$ cat src/verilog/obcd_pkg.sv
// Purpose: Shared constants for the option byte configuration decoder
// Assumes: 32-bit classic Wishbone register access, byte-wide option data
// Notes: Offsets are byte addresses of aligned words
package obcd_pkg;
    localparam logic [7:0] ADDR_OPT0 = 8'h00;
    localparam logic [7:0] ADDR_OPT1 = 8'h04;
    localparam logic [7:0] ADDR_CMD = 8'h08;
    localparam logic [7:0] ADDR_STAT = 8'h0c;

    localparam logic [7:0] OPT0_RST = 8'hf4;
    localparam logic [7:0] OPT1_RST = 8'hef;
    localparam logic [7:0] OPT_ERASED = 8'hff;

    localparam int B0_RSVD = 7;
    localparam int B0_PKG = 6;
    localparam int B0_CLK_HI = 5;
    localparam int B0_CLK_LO = 4;
    localparam int B0_SEC_HI = 3;
    localparam int B0_SEC_LO = 2;
    localparam int B0_RDP = 1;
    localparam int B0_WRP = 0;

    localparam int B1_PLL_MUL = 7;
    localparam int B1_PLL_OFF = 6;
    localparam int B1_PLL32_OFF = 5;
    localparam int B1_OSC = 4;
    localparam int B1_LVD_HI = 3;
    localparam int B1_LVD_LO = 2;
    localparam int B1_WDG_SW = 1;
    localparam int B1_WDG_HALT = 0;

    localparam logic [1:0] CLK_RESONATOR = 2'h0;
    localparam logic [1:0] CLK_EXT_PB4 = 2'h1;
    localparam logic [1:0] CLK_RESERVED = 2'h2;
    localparam logic [1:0] CLK_EXT_PC0 = 2'h3;

    localparam logic [12:0] SECTOR0_SIZE_LO_MIN_BYTES = 13'h0200;

    localparam int CMD_ERASE = 0;
    localparam int ST_PROG = 0;
    localparam int ST_WP_LOCK = 1;
    localparam int ST_BUSY = 2;
    localparam int ST_REFUSED = 3;
    localparam int ST_RDP = 4;

    localparam int MASS_ERASE_CYCLES = 16;

    typedef enum logic [1:0] {
        OBCD_IDLE = 2'b00,
        OBCD_MASS = 2'b01,
        OBCD_OPTER = 2'b10
    } obcd_state_e;
endpackage

$ cat src/verilog/obcd_optstore.sv
// Purpose: Small store holding the option bytes
// Assumes: One write port, whole-store erase, registered read data
// Notes: Reset loads the delivered contents
`timescale 1ns/1ps
module obcd_optstore #(
    parameter int W = 8,
    parameter int N = 2,
    parameter logic [N*W-1:0] RST_VALS = '0,
    parameter logic [W-1:0] ERASE_VAL = '1
) (
    input wire logic mclk,
    input wire logic rst,
    input wire logic wr_en,
    input wire logic [$clog2(N)-1:0] wr_addr,
    input wire logic [W-1:0] wr_data,
    input wire logic erase_all,
    input wire logic [$clog2(N)-1:0] rd_addr,
    output logic [W-1:0] rd_data,
    output logic [N*W-1:0] bytes
);
    genvar gi;
    generate
        for (gi = 0; gi < N; gi++)
        begin : g_entry
            always_ff @(posedge mclk or posedge rst)
            begin
                if (rst)
                    bytes[gi*W +: W] <= RST_VALS[gi*W +: W];
                else if (erase_all)
                    bytes[gi*W +: W] <= ERASE_VAL;
                else if (wr_en && (wr_addr == gi))
                    bytes[gi*W +: W] <= wr_data;
            end
        end
    endgenerate

    always_ff @(posedge mclk or posedge rst)
    begin
        if (rst)
            rd_data <= '0;
        else
            rd_data <= bytes[rd_addr*W +: W];
    end
endmodule

$ cat src/verilog/obcd_top.sv
// Purpose: Option byte store, access gate and decoder of hardware settings
// Assumes: Programming mode arrives on an asynchronous pin; one clock domain
// Notes: Decoded outputs are refreshed every cycle from the stored bytes
`timescale 1ns/1ps
module obcd_top
#(
    parameter int ERASE_CYCLES = obcd_pkg::MASS_ERASE_CYCLES
) (
    input wire logic mclk,
    input wire logic rst,
    input wire logic wb_cyc_i,
    input wire logic wb_stb_i,
    input wire logic wb_we_i,
    input wire logic [7:0] wb_adr_i,
    input wire logic [3:0] wb_sel_i,
    input wire logic [31:0] wb_dat_i,
    output logic [31:0] wb_dat_o,
    output logic wb_ack_o,
    input wire logic prog_mode_pin,
    output logic package_select,
    output logic [1:0] clock_source_field,
    output logic int_rc_selected,
    output logic resonator_selected,
    output logic ext_clock_on_port_b_pin4,
    output logic ext_clock_on_port_c_pin0,
    output logic port_c_enable,
    output logic [12:0] sector0_bytes,
    output logic readout_protect,
    output logic flash_write_protect,
    output logic flash_extract_block,
    output logic flash_write_block,
    output logic mass_erase_active,
    output logic pll_multiplier_select,
    output logic pll_disable,
    output logic pll32_disable,
    output logic osc_type,
    output logic lowvolt_detect_hi,
    output logic lowvolt_detect_lo,
    output logic watchdog_soft_enable,
    output logic watchdog_halt_ctrl
);
    import obcd_pkg::*;
    localparam int CW = $clog2(ERASE_CYCLES) + 1;
    logic s1_q, s2_q, s3_q, prog_q, ack_q, rd_opt_q, first_q, refused_q;
    logic [31:0] dat_q;
    logic [CW-1:0] cnt_q;
    obcd_state_e state_q;
    logic [7:0] opt0, opt1, mem_rd;
    logic req, wr_fire, a_opt0, a_opt1, a_cmd, a_stat, mem_we, erase_go, refuse, mem_erase;

    // Pin synchroniser: a change counts once stages two and three agree
    always_ff @(posedge mclk or posedge rst)
    begin
        if (rst)
        begin
            s1_q <= 1'b0;
            s2_q <= 1'b0;
            s3_q <= 1'b0;
            prog_q <= 1'b0;
        end
        else
        begin
            s1_q <= prog_mode_pin;
            s2_q <= s1_q;
            s3_q <= s2_q;
            if (s2_q == s3_q)
                prog_q <= s3_q;
        end
    end
    assign req = wb_cyc_i && wb_stb_i;
    assign a_opt0 = (wb_adr_i == ADDR_OPT0);
    assign a_opt1 = (wb_adr_i == ADDR_OPT1);
    assign a_cmd = (wb_adr_i == ADDR_CMD);
    assign a_stat = (wb_adr_i == ADDR_STAT);
    // A write takes effect at the edge where the master sees ack
    assign wr_fire = req && wb_we_i && ack_q && wb_sel_i[0];
    // Option bytes move only in programming mode, idle, and not locked
    assign mem_we = wr_fire && prog_q && (state_q == OBCD_IDLE) && (a_opt0 || a_opt1)
                    && !opt0[B0_RDP] && !(a_opt0 && opt0[B0_WRP]);
    assign erase_go = wr_fire && prog_q && (state_q == OBCD_IDLE) && a_cmd
                      && wb_dat_i[CMD_ERASE] && !opt0[B0_WRP];
    assign refuse = wr_fire && (a_opt0 || a_opt1 || (a_cmd && wb_dat_i[CMD_ERASE]))
                    && !mem_we && !erase_go;
    assign mem_erase = (state_q == OBCD_OPTER);
    // Stored value is taken as written; bit 7 of byte 0 is the programmer's to keep at one
    obcd_optstore #(
        .W(8),
        .N(2),
        .RST_VALS({OPT1_RST, OPT0_RST}),
        .ERASE_VAL(OPT_ERASED)
    ) u_store (
        .mclk(mclk),
        .rst(rst),
        .wr_en(mem_we),
        .wr_addr(wb_adr_i[2]),
        .wr_data(wb_dat_i[7:0]),
        .erase_all(mem_erase),
        .rd_addr(wb_adr_i[2]),
        .rd_data(mem_rd),
        .bytes({opt1, opt0})
    );
    // Wishbone answer one cycle after the request, dropped the cycle after
    always_ff @(posedge mclk or posedge rst)
    begin
        if (rst)
        begin
            ack_q <= 1'b0;
            rd_opt_q <= 1'b0;
            dat_q <= 32'h0;
        end
        else
        begin
            ack_q <= req && !ack_q;
            if (req && !ack_q)
            begin
                rd_opt_q <= prog_q && (a_opt0 || a_opt1);
                dat_q <= 32'h0;
                if (a_stat)
                begin
                    dat_q[ST_PROG] <= prog_q;
                    dat_q[ST_WP_LOCK] <= opt0[B0_WRP];
                    dat_q[ST_BUSY] <= (state_q != OBCD_IDLE);
                    dat_q[ST_REFUSED] <= refused_q;
                    dat_q[ST_RDP] <= opt0[B0_RDP];
                end
            end
        end
    end
    assign wb_ack_o = ack_q;
    assign wb_dat_o = rd_opt_q ? {24'h0, mem_rd} : dat_q;
    // Sticky refusal flag: a new refusal wins over a clear
    always_ff @(posedge mclk or posedge rst)
    begin
        if (rst)
            refused_q <= 1'b0;
        else if (refuse)
            refused_q <= 1'b1;
        else if (wr_fire && a_stat && wb_dat_i[ST_REFUSED])
            refused_q <= 1'b0;
    end
    // Erase sequencer: whole memory goes first when read-out protected
    always_ff @(posedge mclk or posedge rst)
    begin
        if (rst)
        begin
            state_q <= OBCD_IDLE;
            cnt_q <= '0;
        end
        else
        begin
            case (state_q)
                OBCD_IDLE:
                begin
                    if (erase_go)
                    begin
                        state_q <= opt0[B0_RDP] ? OBCD_MASS : OBCD_OPTER;
                        cnt_q <= CW'(ERASE_CYCLES - 1);
                    end
                end
                OBCD_MASS:
                begin
                    if (cnt_q == '0)
                        state_q <= OBCD_OPTER;
                    else
                        cnt_q <= cnt_q - 1'b1;
                end
                OBCD_OPTER:
                    state_q <= OBCD_IDLE;
                default:
                    state_q <= OBCD_IDLE;
            endcase
        end
    end
    assign mass_erase_active = (state_q == OBCD_MASS);
    // Decoded settings
    always_ff @(posedge mclk or posedge rst)
    begin
        if (rst)
        begin
            package_select <= 1'b0;
            clock_source_field <= 2'h0;
            int_rc_selected <= 1'b1;
            resonator_selected <= 1'b0;
            ext_clock_on_port_b_pin4 <= 1'b0;
            ext_clock_on_port_c_pin0 <= 1'b0;
            port_c_enable <= 1'b1;
            sector0_bytes <= SECTOR0_SIZE_LO_MIN_BYTES;
            readout_protect <= 1'b0;
            flash_write_protect <= 1'b0;
            flash_extract_block <= 1'b0;
            flash_write_block <= 1'b0;
        end
        else
        begin
            package_select <= opt0[B0_PKG];
            clock_source_field <= opt0[B0_CLK_HI:B0_CLK_LO];
            int_rc_selected <= !opt1[B1_OSC];
            resonator_selected <= opt1[B1_OSC] && (opt0[B0_CLK_HI:B0_CLK_LO] == CLK_RESONATOR);
            ext_clock_on_port_b_pin4 <= opt1[B1_OSC] && (opt0[B0_CLK_HI:B0_CLK_LO] == CLK_EXT_PB4);
            ext_clock_on_port_c_pin0 <= opt1[B1_OSC] && (opt0[B0_CLK_HI:B0_CLK_LO] == CLK_EXT_PC0);
            port_c_enable <= !(opt1[B1_OSC] && (opt0[B0_CLK_HI:B0_CLK_LO] == CLK_EXT_PC0));
            sector0_bytes <= SECTOR0_SIZE_LO_MIN_BYTES << opt0[B0_SEC_HI:B0_SEC_LO];
            readout_protect <= opt0[B0_RDP];
            flash_write_protect <= opt0[B0_WRP];
            flash_extract_block <= opt0[B0_RDP];
            flash_write_block <= opt0[B0_RDP] || opt0[B0_WRP];
        end
    end
    always_ff @(posedge mclk or posedge rst)
    begin
        if (rst)
        begin
            pll_multiplier_select <= 1'b1;
            pll_disable <= 1'b1;
            pll32_disable <= 1'b1;
            osc_type <= 1'b0;
            lowvolt_detect_hi <= 1'b1;
            lowvolt_detect_lo <= 1'b1;
            watchdog_soft_enable <= 1'b1;
            watchdog_halt_ctrl <= 1'b1;
        end
        else
        begin
            pll_multiplier_select <= opt1[B1_PLL_MUL];
            pll_disable <= opt1[B1_PLL_OFF];
            pll32_disable <= opt1[B1_PLL32_OFF];
            osc_type <= opt1[B1_OSC];
            lowvolt_detect_hi <= opt1[B1_LVD_HI];
            lowvolt_detect_lo <= opt1[B1_LVD_LO];
            watchdog_soft_enable <= opt1[B1_WDG_SW];
            watchdog_halt_ctrl <= opt1[B1_WDG_HALT];
        end
    end
    // First cycle after reset, for checking
    always_ff @(posedge mclk or posedge rst)
    begin
        if (rst)
            first_q <= 1'b1;
        else
            first_q <= 1'b0;
    end
endmodule

$ cat config.mk
export PLATFORM = sky130hd
export DESIGN_NAME = obcd_top
export DESIGN_NICKNAME = d
export VERILOG_FILES = /design/src/verilog/obcd_pkg.sv /design/src/verilog/obcd_optstore.sv /design/src/verilog/obcd_top.sv
export SDC_FILE = /design/constraint.sdc
export NUM_CORES = 1
export LEC_CHECK = 0
export BUFFER_PORTS_ARGS = -buffer_cell sky130_fd_sc_hd__buf_4
export CORE_ASPECT_RATIO = 1.4
export CORE_UTILIZATION = 50
export DETAILED_ROUTE_END_ITERATION = 6
export HOLD_SLACK_MARGIN = 0.12
export MAX_ROUTING_LAYER = met4
export PLACE_DENSITY = 0.89
export RECOVER_POWER = 50
export REMOVE_ABC_BUFFERS = 1
export SLEW_MARGIN = 40
export SYNTH_ARGS = -nofsm -noshare
export SYNTH_HDL_FRONTEND = slang
export SYNTH_SLANG_ARGS = --single-unit
$ cat constraint.sdc
create_clock -name mclk -period 4.35 [get_ports mclk]
set_clock_uncertainty 0.2 [all_clocks]
set_input_delay 0.435 -clock mclk [delete_from_list [all_inputs] [get_ports mclk]]
set_output_delay 0.435 -clock mclk [all_outputs]
set_load 0.005 [all_outputs]
After elaboration in Yosys (flattened, before gate mapping) --
Index checks and enable logic that the tools add are counted.
Word-level totals: flip-flop bits (word level) 75, bits of input ports 50, output and inout bits 67, logic and storage cells 110
Operators by class: add/subtract/negate cells 1, eq/ne operators 11, shift operators 2, mux-type cells 15, bitwise operators 1, reductions and logical operators 48
Operators with widths (count):
- 2-to-1 mux 8 bit | 5
- logical AND 1 bit | 26
- equality test 8 x 4 -> 1 bit (second input constant) | 2
- indexed part select 16 x 5 -> 8 bit | 1
- 2-to-1 mux 5 bit | 3
- left shift 10 x 2 -> 13 bit (first input constant) | 1
- one-hot mux 5 bit (2 select lines) | 1
- nonzero test 2 bit | 5
- equality test 8 x 3 -> 1 bit (second input constant) | 1
- zero test 1 bit | 8
- zero test 8 bit | 1
- 2-to-1 mux 2 bit | 3
- zero test 5 bit | 1
- subtractor 5 x 1 -> 5 bit (second input constant) | 1
- equality test 2 x 1 -> 1 bit (second input constant) | 2
- equality test 2 bit (second input constant) | 2
- zero test 2 bit | 2
- inequality test 2 bit (second input constant) | 2
- one-hot mux 2 bit (2 select lines) | 1
- logical OR 1 bit | 3
- AND reduction 3 bit | 1
- 2-to-1 mux 1 bit | 2
- inequality test 2 x 1 -> 1 bit (second input constant) | 1
- AND reduction 2 bit | 1
- other kinds (2) | 2

Longest topological paths before layout --
Gate-level depths: netlist (run 1).
word-level depth 13, gate-level depth with buffers 6, depth with buffers taken out 6

Hierarchy --
Synthesis (run 1) repeated with hierarchy kept, for this count alone.
Second synthesis, totals: cells, all modules 241, area total of the unflattened synthesis 2897.8 um^2
Modules (own cells, without submodules):
- obcd_top | times used 1, cells each 159, area an instance 1868.0 um^2, seq. area each 1063.5 um^2
- obcd_optstore | times used 1, cells each 82, area an instance 1029.7 um^2, seq. area each 615.6 um^2

Least setup slack after synthesis (run 1) --
No wires, ideal clock.
path type reg-to-reg, start point register cnt_q[0], end point register cnt_q[0], arrival 1.553 ns, setup slack 2.470 ns, cell stages (with the launch flop) 7, cells stage by stage dfrtp_1 -> inv_1 -> ha_1 -> or4b_1 -> and2_1 -> a211oi_1 -> a21oi_1
Between the ends: cells in the longest elaborated chain, start to end 3
Ends and longest elaborated chain:
- from (decl) | RTL line obcd_top.sv:46 | logic [CW-1:0] cnt_q;
- from (signal assigned) | RTL line obcd_top.sv:157 | cnt_q <= CW'(ERASE_CYCLES - 1);
- from (signal assigned) | RTL line obcd_top.sv:165 | cnt_q <= cnt_q - 1'b1;
- subtractor 5 x 1 -> 5 bit / zero test 5 bit (equally long branches) | RTL line obcd_top.sv:165, obcd_top.sv:162
- 2-to-1 mux 5 bit / inequality test 2 bit (equally long branches)
- one-hot mux 5 bit (2 select lines) / AND reduction 3 bit (equally long branches)
Several ways; a longest one is shown, not always the timed one. The select of a mux whose other input is x is not followed. A chain may end at the register's enable or synchronous reset.

Worst setup path after layout (run 1) --
start point input port wb_adr_i[2], end point register u_store.bytes[0]
Between the ends: cells in the longest elaborated chain, start to end 7
Ends and longest elaborated chain:
- from (decl) | RTL line obcd_top.sv:14 | input wire logic [7:0] wb_adr_i,
- equality test 8 x 3 -> 1 bit / zero test 8 bit (equally long branches) | RTL line obcd_top.sv:72, obcd_top.sv:71
- logical OR 1 bit | RTL line obcd_top.sv:78 | assign mem_we = wr_fire && prog_q && (state_q == OBCD_IDLE) && (a_opt0 || a_opt1)
- logical AND 1 bit | RTL line obcd_top.sv:78
- logical AND 1 bit (2 in series) | RTL line obcd_top.sv:79 | && !opt0[B0_RDP] && !(a_opt0 && opt0[B0_WRP]);
- logical AND 1 bit (*) | RTL line obcd_optstore.sv:31 | else if (wr_en && (wr_addr == gi))
- nonzero test 2 bit (no source line) (*)
- to (signal, indexed assignment) | RTL line obcd_optstore.sv:28 | bytes[gi*W +: W] <= RST_VALS[gi*W +: W];
- to (signal, indexed assignment) | RTL line obcd_optstore.sv:32 | bytes[gi*W +: W] <= wr_data;
- to (decl) | RTL line obcd_optstore.sv:19 | output logic [N*W-1:0] bytes
Mark *: on every way between the ends. The rest lies on a longest branch, timed or not.

==> impl_metrics.json, run 1 <==
{
  "status": "completed",
  "synth_area_leader_cell": "dfrtp_1",
  "clock-root-buffer": "clkbuf_8",
  "cp_max_fo": 22,
  "rsz0062_at_grt": "false",
  "routed_via_density": 5.18,
  "path_cells": "clkbuf_1 > nand2b_1 > and3_1 > and3_1 > a211o_1",
  "whs_ns": 0.138,
  "gp_congestion": 0.859,
  "grt_remaining_overflow": 0,
  "initial_core_util_pct": 51.9,
  "syn_area_per_cell_um2": 12.2,
  "synth_area_um2": 2870,
  "cts_tree": "yes",
  "grt_pass1_wl_um": 8790,
  "power.leakage_nw": 1.49,
  "diodes": 0,
  "fp-row-count": 32,
  "firstDrtPassIters": 4,
  "cp_top_family": "simple AND/OR/NAND/NOR gates",
  "yosysWarnings": 0,
  "dieArea_um2": 6050,
  "fin_tns_setup_ns": 0,
  "ys_top_cells_by_count": "44 x dfrtp_1, 34 x buf_4, 22 x dfstp_2",
  "fp.dieH_um": 91.6,
  "p_sw_share_pct": 22.0,
  "worst-path-buf-inv": 1,
  "hp-class": "in -> reg",
  "hold_viol": 0,
  "tightest_slew_ns": 1.04,
  "numCtsBuffers": 9,
  "antenna_found_initial": 0,
  "cp_slowest_cell": "clkbuf_1",
  "intPower_uw": 966,
  "cts_resized": 0,
  "p_sw_uw": 272,
  "drt_first_iter_violations": 140,
  "relSlewSlack_pct": 30.5,
  "setup_violations": 0,
  "timing.critical_path.mode_cell": "and3_1",
  "dp_hpwl_um": 3700,
  "drt_wl_total_um": 5590,
  "clock_path_buffers": 2,
  "syn_inst": 236,
  "endpoint_kind": "register",
  "clk_latency_ns": 0.34,
  "async_flop_share_pct": 100,
  "crit_arrival_ns": 2.47,
  "route.detailed.drc": 0,
  "finalCriticalPeriod_ns": 2.39,
  "num_vias": 1939,
  "crit_path_max_incr_delay_ns": 0.75,
  "antenna_left": 0,
  "dieWidth_um": 66.0,
  "grt_pass1_vias": 1786,
  "synth-edff-count": 0,
  "drive_above_1_share_pct": 32.4,
  "worstSetupPathType": "in -> reg",
  "clock_power_share_pct": 45.2,
  "routedWlPerCell_um": 14.9,
  "utilization_pct": 63.3,
  "slew_viol_final": 0,
  "boundaryPins": 117,
  "synth_seq_cells": 66,
  "peakVddDrop_mv": 0.184,
  "period_share_pct": 54.9,
  "yosys.area.top_type_share_pct": 38.4,
  "synth_seq_area_share_pct": 58.5,
  "synth-main-ff-cell": "dfrtp_1",
  "cap_viol_max_count": 0,
  "htree_num_levels": 3,
  "fin_nets": 352,
  "grt_usage_pct": 20.5,
  "power_density_nw_per_um2": 354,
  "cts.clk_slew.worst_paths_ns": 0.06,
  "place.port_buffers": 56,
  "yosysMostFrequentCell": "dfrtp_1",
  "fmaxAchievable_mhz": 419,
  "cp-start-kind": "primary input",
  "yosysUniqueCellTypes": 40,
  "pwr-share-comb_pct": 4.7,
  "pwr-share-seq_pct": 50.1,
  "core_um2": 5530,
  "synthToLayoutAreaGrowth_pct": 21.8,
  "yosys-top-cells-area": "dfrtp_1 38%, dfstp_2 20%, buf_4 8.9%",
  "grt_max_degree": 67,
  "cts_sinks": 66,
  "required_ns": 4.43
}
final timing paths:
path | start | to | slack (ns) | cells past startpoint
max | wb_adr_i[2] | u_store.bytes[0]$_DFFE_PP0P_ | 1.96 | 5
min | wb_dat_i[0] | u_store.bytes[0]$_DFFE_PP0P_ | 0.14 | 2
max reg2reg | u_store.bytes[1]$_DFFE_PP0P_ | u_store.bytes[0]$_DFFE_PP0P_ | 2.13 | 4
min reg2reg | s1_q$_DFF_PP0_ | s2_q$_DFF_PP0_ | 0.16 | 0
max in group asynchronous | rst | package_select$_DFF_PP0_ | 2.95 | 4
min in group asynchronous | rst | wb_ack_o$_DFF_PP0_ | 0.60 | 4
layout make-up:
class / count / area (µm²)
fillers: 424 / 2030
flip-flops and latches: 66 / 1680
multi-input cells: 151 / 976
repair buffers: 65 / 508
clock buffers: 10 / 128
clock inverters: 6 / 90.1
well taps: 68 / 85.1
inverters: 8 / 30.0
metal layers:
layer	share of wire, %	GRT usage, %	up-vias
met2	56	33.2	70
met1	37	22.6	963
met5	0	-	-
li1	-	-	891
met3	4.4	4.48	15
met4	2.4	12.2	0
power by group through the flow:
stage	sequential, mW	combinational [mW]	clock (mW)
after floorplan	0.631	0.0239	0
after global placement	0.631	0.0516	0
after detailed placement	0.631	0.0529	0
after CTS	0.620	0.0583	0.567
after global routing	0.620	0.0649	0.594
final	0.620	0.0584	0.559
state kept, by name (all words and copies together), names as in the netlist, 2 cells and up:
name	flops
dat_q	5
sector0_bytes	4
cnt_q	5
u_store.bytes	16
state_q	2
u_store.rd_data	8
clock_source_field	2
metrics by stage:
| step | instance area (µm²) | power [mW] | setup slack (ns) | instances |
|---|---|---|---|---|
| CTS | 3490 | 1.25 | 2.15 | 373 |
| global placement | 3200 | 0.683 | 2.07 | 350 |
| floorplan | 2680 | 0.654 | 2.10 | 225 |
| detailed placement | 3200 | 0.684 | 2.05 | 350 |
| finish | 3500 | 1.24 | 1.96 | 374 |
| global route | 3500 | 1.28 | 1.81 | 374 |
cell usage in the layout (no fill, tap or decap), types with 8 or more instances in the layout:
cell type | Yosys | layout
a211o_1 | 8 | 8
a41oi_1 | 8 | 8
buf_4 | 34 | 53
clkbuf_8 | 0 | 9
conb_1 | 1 | 33
dfrtp_1 | 44 | 44
dfstp_1 | 0 | 11
dfstp_2 | 22 | 11
dlygate4sd3_1 | 0 | 8
inv_1 | 8 | 8
mux2_2 | 12 | 9
nand2_1 | 18 | 18
o21ai_0 | 9 | 9
logic make-up (layout without fill, tap and decap cells):
| family | Yosys count | after routing | synth area share [%] |
|---|---|---|---|
| buf+inv | 51 | 89 | 11.7 |
| xor+xnor | 2 | 2 | 0.611 |
| compound gates | 43 | 43 | 11.4 |
| simple gates | 59 | 59 | 12.1 |
| other cells | 1 | 33 | 0.131 |
| mux | 12 | 12 | 4.71 |
| fa+ha+maj | 2 | 2 | 0.785 |
| flops | 66 | 66 | 58.5 |
timing repair:
item                                    4_1_cts  5_1_grt
setup buffers                                 0        0
endpoints found under the setup margin        0        0
hold buffers                                  7        1
hold endpoints to repair                      7       44
Note: power is estimated with default switching activity, not from simulation.
==> run 2: changes to the inputs <==
Settings changed: CORE_UTILIZATION 50 to 48, PLACE_DENSITY 0.89 to 0.87.
Clock period 4.35 ns to 2.25 ns, I/O delays scaled along.
==> run 2 against run 1 <==
  * Count of clock-buffer cells in the layout unchanged
  * Sequential power increased by 94%
  * Combinational power increased by 130%
  * Via count increased by 5.3%
  * Sequential cell count unchanged
  * Die area increased by 4.1%
  * Clock power increased by 120%
  * Register-to-register slack got worse by 2.0 ns
  * Worst setup slack got worse by 1.9 ns
  * Sequential share of layout area decreased by 2.3 points
  * Critical endpoint is now cnt_q[0]$_DFFE_PP0P_
==> impl_metrics.json, run 2 (synthesis results as in run 1) <==
{
  "regMostFlops": "u_store.bytes",
  "clock_power_share_pct": 47.8,
  "postLayoutCellArea_um2": 3670,
  "firstDrtPassIters": 4,
  "htree_num_levels": 3,
  "diodes": 0,
  "peakVddDrop_mv": 0.445,
  "pwr-share-comb_pct": 5.3,
  "setup_violations": 0,
  "clock_path_buffers": 2,
  "power.leakage_nw": 1.58,
  "crit_arrival_ns": 2.16,
  "route.detailed.drc": 0,
  "pwr-share-seq_pct": 46.9,
  "largestRegisters": "u_store.bytes (16), u_store.rd_data (8)",
  "tightest_slew_ns": 1.14,
  "rsz0062_at_grt": "false",
  "fmaxAchievable_mhz": 466,
  "routedWlPerCell_um": 15.5,
  "clk_latency_ns": 0.34,
  "grt_usage_pct": 22.4,
  "largest_reg_flops": 16,
  "hold_viol": 0,
  "core_um2": 5650,
  "dieArea_um2": 6290,
  "numCtsBuffers": 9,
  "cp-start-kind": "register",
  "grt_pass1_wl_um": 9890,
  "drt_first_iter_violations": 160,
  "boundaryPins": 117,
  "required_ns": 2.27,
  "initial_core_util_pct": 50.8,
  "grt_max_degree": 39,
  "place.port_buffers": 56,
  "fill_cells": 421,
  "drt_wl_total_um": 6040,
  "fp.dieH_um": 93.5,
  "post-cts-setup-buffers": 0,
  "fin_nets": 368,
  "hp-class": "reg -> reg",
  "cp_max_fo": 5,
  "worstSetupPathType": "reg -> reg",
  "fp-row-count": 32,
  "clock-root-buffer": "clkbuf_8",
  "intPower_mw": 2.02,
  "p_sw_share_pct": 20.8,
  "routed_via_density": 5.23,
  "cts_sinks": 66,
  "gp_congestion": 0.844,
  "utilization_pct": 65.1,
  "grt_remaining_overflow": 0,
  "fin_tns_setup_ns": 0,
  "dieWidth_um": 67.3,
  "num_vias": 2041,
  "cts_tree": "yes",
  "status": "completed",
  "slew_viol_final": 0,
  "antenna_left": 0,
  "drive_above_1_share_pct": 32.9,
  "p_sw_uw": 532,
  "antenna_found_initial": 0,
  "synthToLayoutAreaGrowth_pct": 28.0,
  "final-seq-area_um2": 1680,
  "multi_input_area_um2": 973,
  "relSlewSlack_pct": 24.0,
  "power_mw": 2.56,
  "endpoint_kind": "register",
  "grt_pass1_vias": 2044,
  "layout_common_cells": "44 x dfrtp_1, 39 x buf_4, 33 x conb_1",
  "cap_viol_max_count": 0,
  "dp_hpwl_um": 4040,
  "place_area_um2": 3250,
  "final_common_cell": "dfrtp_1",
  "power_density_nw_per_um2": 696,
  "cts.clk_slew.worst_paths_ns": 0.07,
  "whs_ns": 0.157,
  "finalCriticalPeriod_ns": 2.14,
  "period_share_pct": 95.3
}
## run 2: critical path: stages (launching register included)
cell	delay, ns
dfrtp_1	0.42
inv_1	0.08
ha_1	0.19
or4b_1	0.52
and2_1	0.25
a211oi_1	0.29
a21oi_1	0.07
## run 2: path summary, 6_finish.rpt
check / cells past startpoint / slack [ns] / from / end
setup / recovery: 6 / 0.11 / cnt_q[0]$_DFFE_PP0P_ / cnt_q[0]$_DFFE_PP0P_
hold / removal: 0 / 0.16 / s1_q$_DFF_PP0_ / s2_q$_DFF_PP0_
setup reg to reg: 6 / 0.11 / cnt_q[0]$_DFFE_PP0P_ / cnt_q[0]$_DFFE_PP0P_
hold reg to reg: 0 / 0.16 / s1_q$_DFF_PP0_ / s2_q$_DFF_PP0_
max in group asynchronous: 4 / 0.47 / rst / lowvolt_detect_hi$_DFF_PP1_
min in group asynchronous: 3 / 0.54 / rst / wb_ack_o$_DFF_PP0_
## run 2: per-layer routing
layer,GRT usage (%),up-vias,wire (µm),part of all wire [%]
met5,-,-,0,0
met2,36.2,83,3310,55
met1,26.1,1019,2300,38
met3,3.78,17,273,4.5
met4,11.9,0,159,2.6
li1,-,922,-,-
## run 2: metrics by stage
step,instances,setup slack [ns]
3_5_place_dp,356,0.224
6_report,390,0.106
4_1_cts,390,0.105
2_1_floorplan,225,0.207
5_1_grt,390,0.0332
3_3_place_gp,356,0.281
## run 2: power groups by stage
stage | clock [mW] | combinational (mW) | sequential, mW
floorplan | 0 | 0.0463 | 1.22
global placement | 0 | 0.107 | 1.22
detailed placement | 0 | 0.110 | 1.22
CTS | 1.23 | 0.135 | 1.20
global route | 1.30 | 0.149 | 1.20
finish | 1.22 | 0.135 | 1.20
## run 2: layout make-up
type | instances | area share, %
clock buffers | 10 | 3.75
clock inverters | 6 | 3.10
inverters | 8 | 0.817
repair buffers | 81 | 17.8
well taps | 68 | 2.32
multi-input cells | 151 | 26.5
flip-flops and latches | 66 | 45.7
## run 2: what timing repair did
| action | CTS | global route |
|---|---|---|
| resized for setup | 0 | 0 |
| hold buffers | 18 | 0 |
| endpoints found under the setup margin | 0 | 0 |
| endpoints found under the hold margin | 39 | 0 |
==> run 3: changes to the inputs <==
Settings changed: CELL_PAD_IN_SITES_DETAIL_PLACEMENT set to 1, CELL_PAD_IN_SITES_GLOBAL_PLACEMENT set to 2, CORE_UTILIZATION 48 to 29, PLACE_DENSITY 0.87 to 0.85, REMOVE_ABC_BUFFERS 1 to not set.
==> run 3 against run 2 <==
  * Core utilization decreased by 25 points
  * Total power grew 16%
  * Critical path depth did not move
  * Count of clock-buffer cells in the layout rose by 2
  * Hold slack lost 0.026 ns
  * Sequential cell count did not move
  * Sequential power barely moved
  * Clock power up 34%
  * Largest cell class unchanged
  * Highest routed layer unchanged
==> impl_metrics.json, run 3 (synthesis results as in run 1) <==
{
  "route.detailed.drc": 0,
  "synthToLayoutAreaGrowth_pct": 33.5,
  "antenna_found_initial": 0,
  "cp_slowest_cell": "dlygate4sd3_1",
  "grt_usage_pct": 13.7,
  "relSlewSlack_pct": 41.8,
  "cp-start-kind": "primary input",
  "fp.dieH_um": 120,
  "cp_max_fo": 6,
  "power_density_nw_per_um2": 773,
  "dp_hpwl_um": 4380,
  "largest_reg_flops": 16,
  "routedWlPerCell_um": 14.1,
  "hold_viol": 0,
  "rsz0062_at_grt": "false",
  "slew_viol_final": 0,
  "diodes": 0,
  "required_ns": 2.26,
  "crit_path_max_incr_delay_ns": 0.54,
  "fp-row-count": 42,
  "hp-class": "in -> reg",
  "clk_latency_ns": 0.33,
  "setup_violations": 0,
  "numCtsBuffers": 9,
  "cap_viol_max_count": 0,
  "clock-root-buffer": "clkbuf_16",
  "grt_remaining_overflow": 0,
  "routed_via_density": 4.37,
  "drt_first_iter_violations": 103,
  "drt_wl_total_um": 6360,
  "grt_pass1_wl_um": 10300,
  "cts_sinks": 66,
  "dieArea_um2": 10300,
  "core_um2": 9510,
  "clock_path_buffers": 2,
  "period_share_pct": 92.3,
  "drive_above_1_share_pct": 33.2,
  "worst_slack_ns": 0.174,
  "initial_core_util_pct": 30.2,
  "worstSetupPathType": "in -> reg",
  "gp_congestion": 0.733,
  "dieWidth_um": 86.1,
  "fmaxAchievable_mhz": 482,
  "cts.clk_slew.worst_paths_ns": 0.05,
  "tightest_slew_ns": 0.873,
  "boundaryPins": 117,
  "place.port_buffers": 56,
  "finalCriticalPeriod_ns": 2.08,
  "grt_pass1_vias": 2082,
  "final_common_cell": "buf_4",
  "status": "completed",
  "cts_tree": "yes",
  "grt_max_degree": 67,
  "num_vias": 1973,
  "cp_top_family": "buffers and inverters",
  "regMostFlops": "u_store.bytes",
  "crit_arrival_ns": 2.09,
  "fin_tns_setup_ns": 0,
  "dp_slack_ns": 0.232,
  "worst-path-buf-inv": 2,
  "power.leakage_nw": 1.62,
  "fin_nets": 365,
  "peakVddDrop_mv": 0.339,
  "htree_num_levels": 3,
  "firstDrtPassIters": 4,
  "post-cts-setup-buffers": 0,
  "fill_cells": 1031,
  "largestRegisters": "u_store.bytes (16), u_store.rd_data (8)",
  "path_cells": "dlygate4sd3_1 > buf_4 > nor2b_1 > nand4_1 > o21a_1 > a211o_1",
  "layout_common_cells": "57 x buf_4, 44 x dfrtp_1, 33 x conb_1",
  "antenna_left": 0,
  "endpoint_kind": "register"
}
==> run 3: layout make-up <==
| class | count | area (µm²) | area share (%) |
|---|---|---|---|
| Tap cell | 132 | 165 | 4.31 |
| Clock buffer | 12 | 256 | 6.70 |
| Multi-Input combinational cell | 151 | 976 | 25.5 |
| Clock inverter | 4 | 98.8 | 2.58 |
| Timing Repair Buffer | 78 | 624 | 16.3 |
| Inverter | 8 | 30.0 | 0.784 |
| Sequential cell | 66 | 1680 | 43.8 |
==> run 3: worst reg2reg max path, cell delays in order (launching register included) <==
cell and delay, ns:
dfrtp_1 0.41, inv_1 0.07, ha_1 0.19, or4b_1 0.52, and2_1 0.25, a211oi_1 0.23
a21oi_1 0.06
==> run 3: layer usage <==
metal | track usage (%) | vias up | wire, µm
met5 | - | - | 0
li1 | - | 917 | -
met3 | 3.51 | 12 | 260
met1 | 14.4 | 976 | 2430
met4 | 7.29 | 0 | 167
met2 | 23.5 | 68 | 3500
==> run 3: metrics by stage <==
step / util, % / hold WS (ns) / instance area (µm²) / power, mW / instances
2_1_floorplan: - / 0.0564 / 2990 / 1.31 / 268
3_3_place_gp: 34.9 / 0.127 / 3320 / 1.33 / 418
3_5_place_dp: 34.9 / 0.130 / 3320 / 1.33 / 418
4_1_cts: 40.4 / 0.126 / 3850 / 3.00 / 451
5_1_grt: 40.3 / 0.149 / 3830 / 3.05 / 451
6_report: 40.3 / 0.131 / 3830 / 2.96 / 451
==> run 3: what timing repair did <==
item	4_1_cts	5_1_grt
resized for setup	0	0
hold buffers	17	0
endpoints found under the hold margin	87	0
==> run 3: path summary, 6_finish.rpt <==
path | startpoint | slack (ns) | to | cells after the start
setup / recovery | wb_adr_i[3] | 0.17 | u_store.bytes[3]$_DFFE_PP0P_ | 6
min in group asynchronous | rst | 0.56 | prog_q$_DFFE_PP0N_ | 4
hold reg to reg | s1_q$_DFF_PP0_ | 0.15 | s2_q$_DFF_PP0_ | 0
max in group asynchronous | rst | 0.73 | package_select$_DFF_PP0_ | 4
setup reg to reg | cnt_q[0]$_DFFE_PP0P_ | 0.19 | cnt_q[0]$_DFFE_PP0P_ | 6
hold / removal | wb_stb_i | 0.13 | wb_ack_o$_DFF_PP0_ | 4
==> run 3: power by group <==
part | switching, mW | internal [mW] | leakage [nW] | total [mW]
clock network | 0.490 | 1.14 | 0.173 | 1.63
registers | 0.00487 | 1.20 | 0.696 | 1.20
logic | 0.0708 | 0.0568 | 0.750 | 0.128
total | 0.566 | 2.40 | 1.62 | 2.96
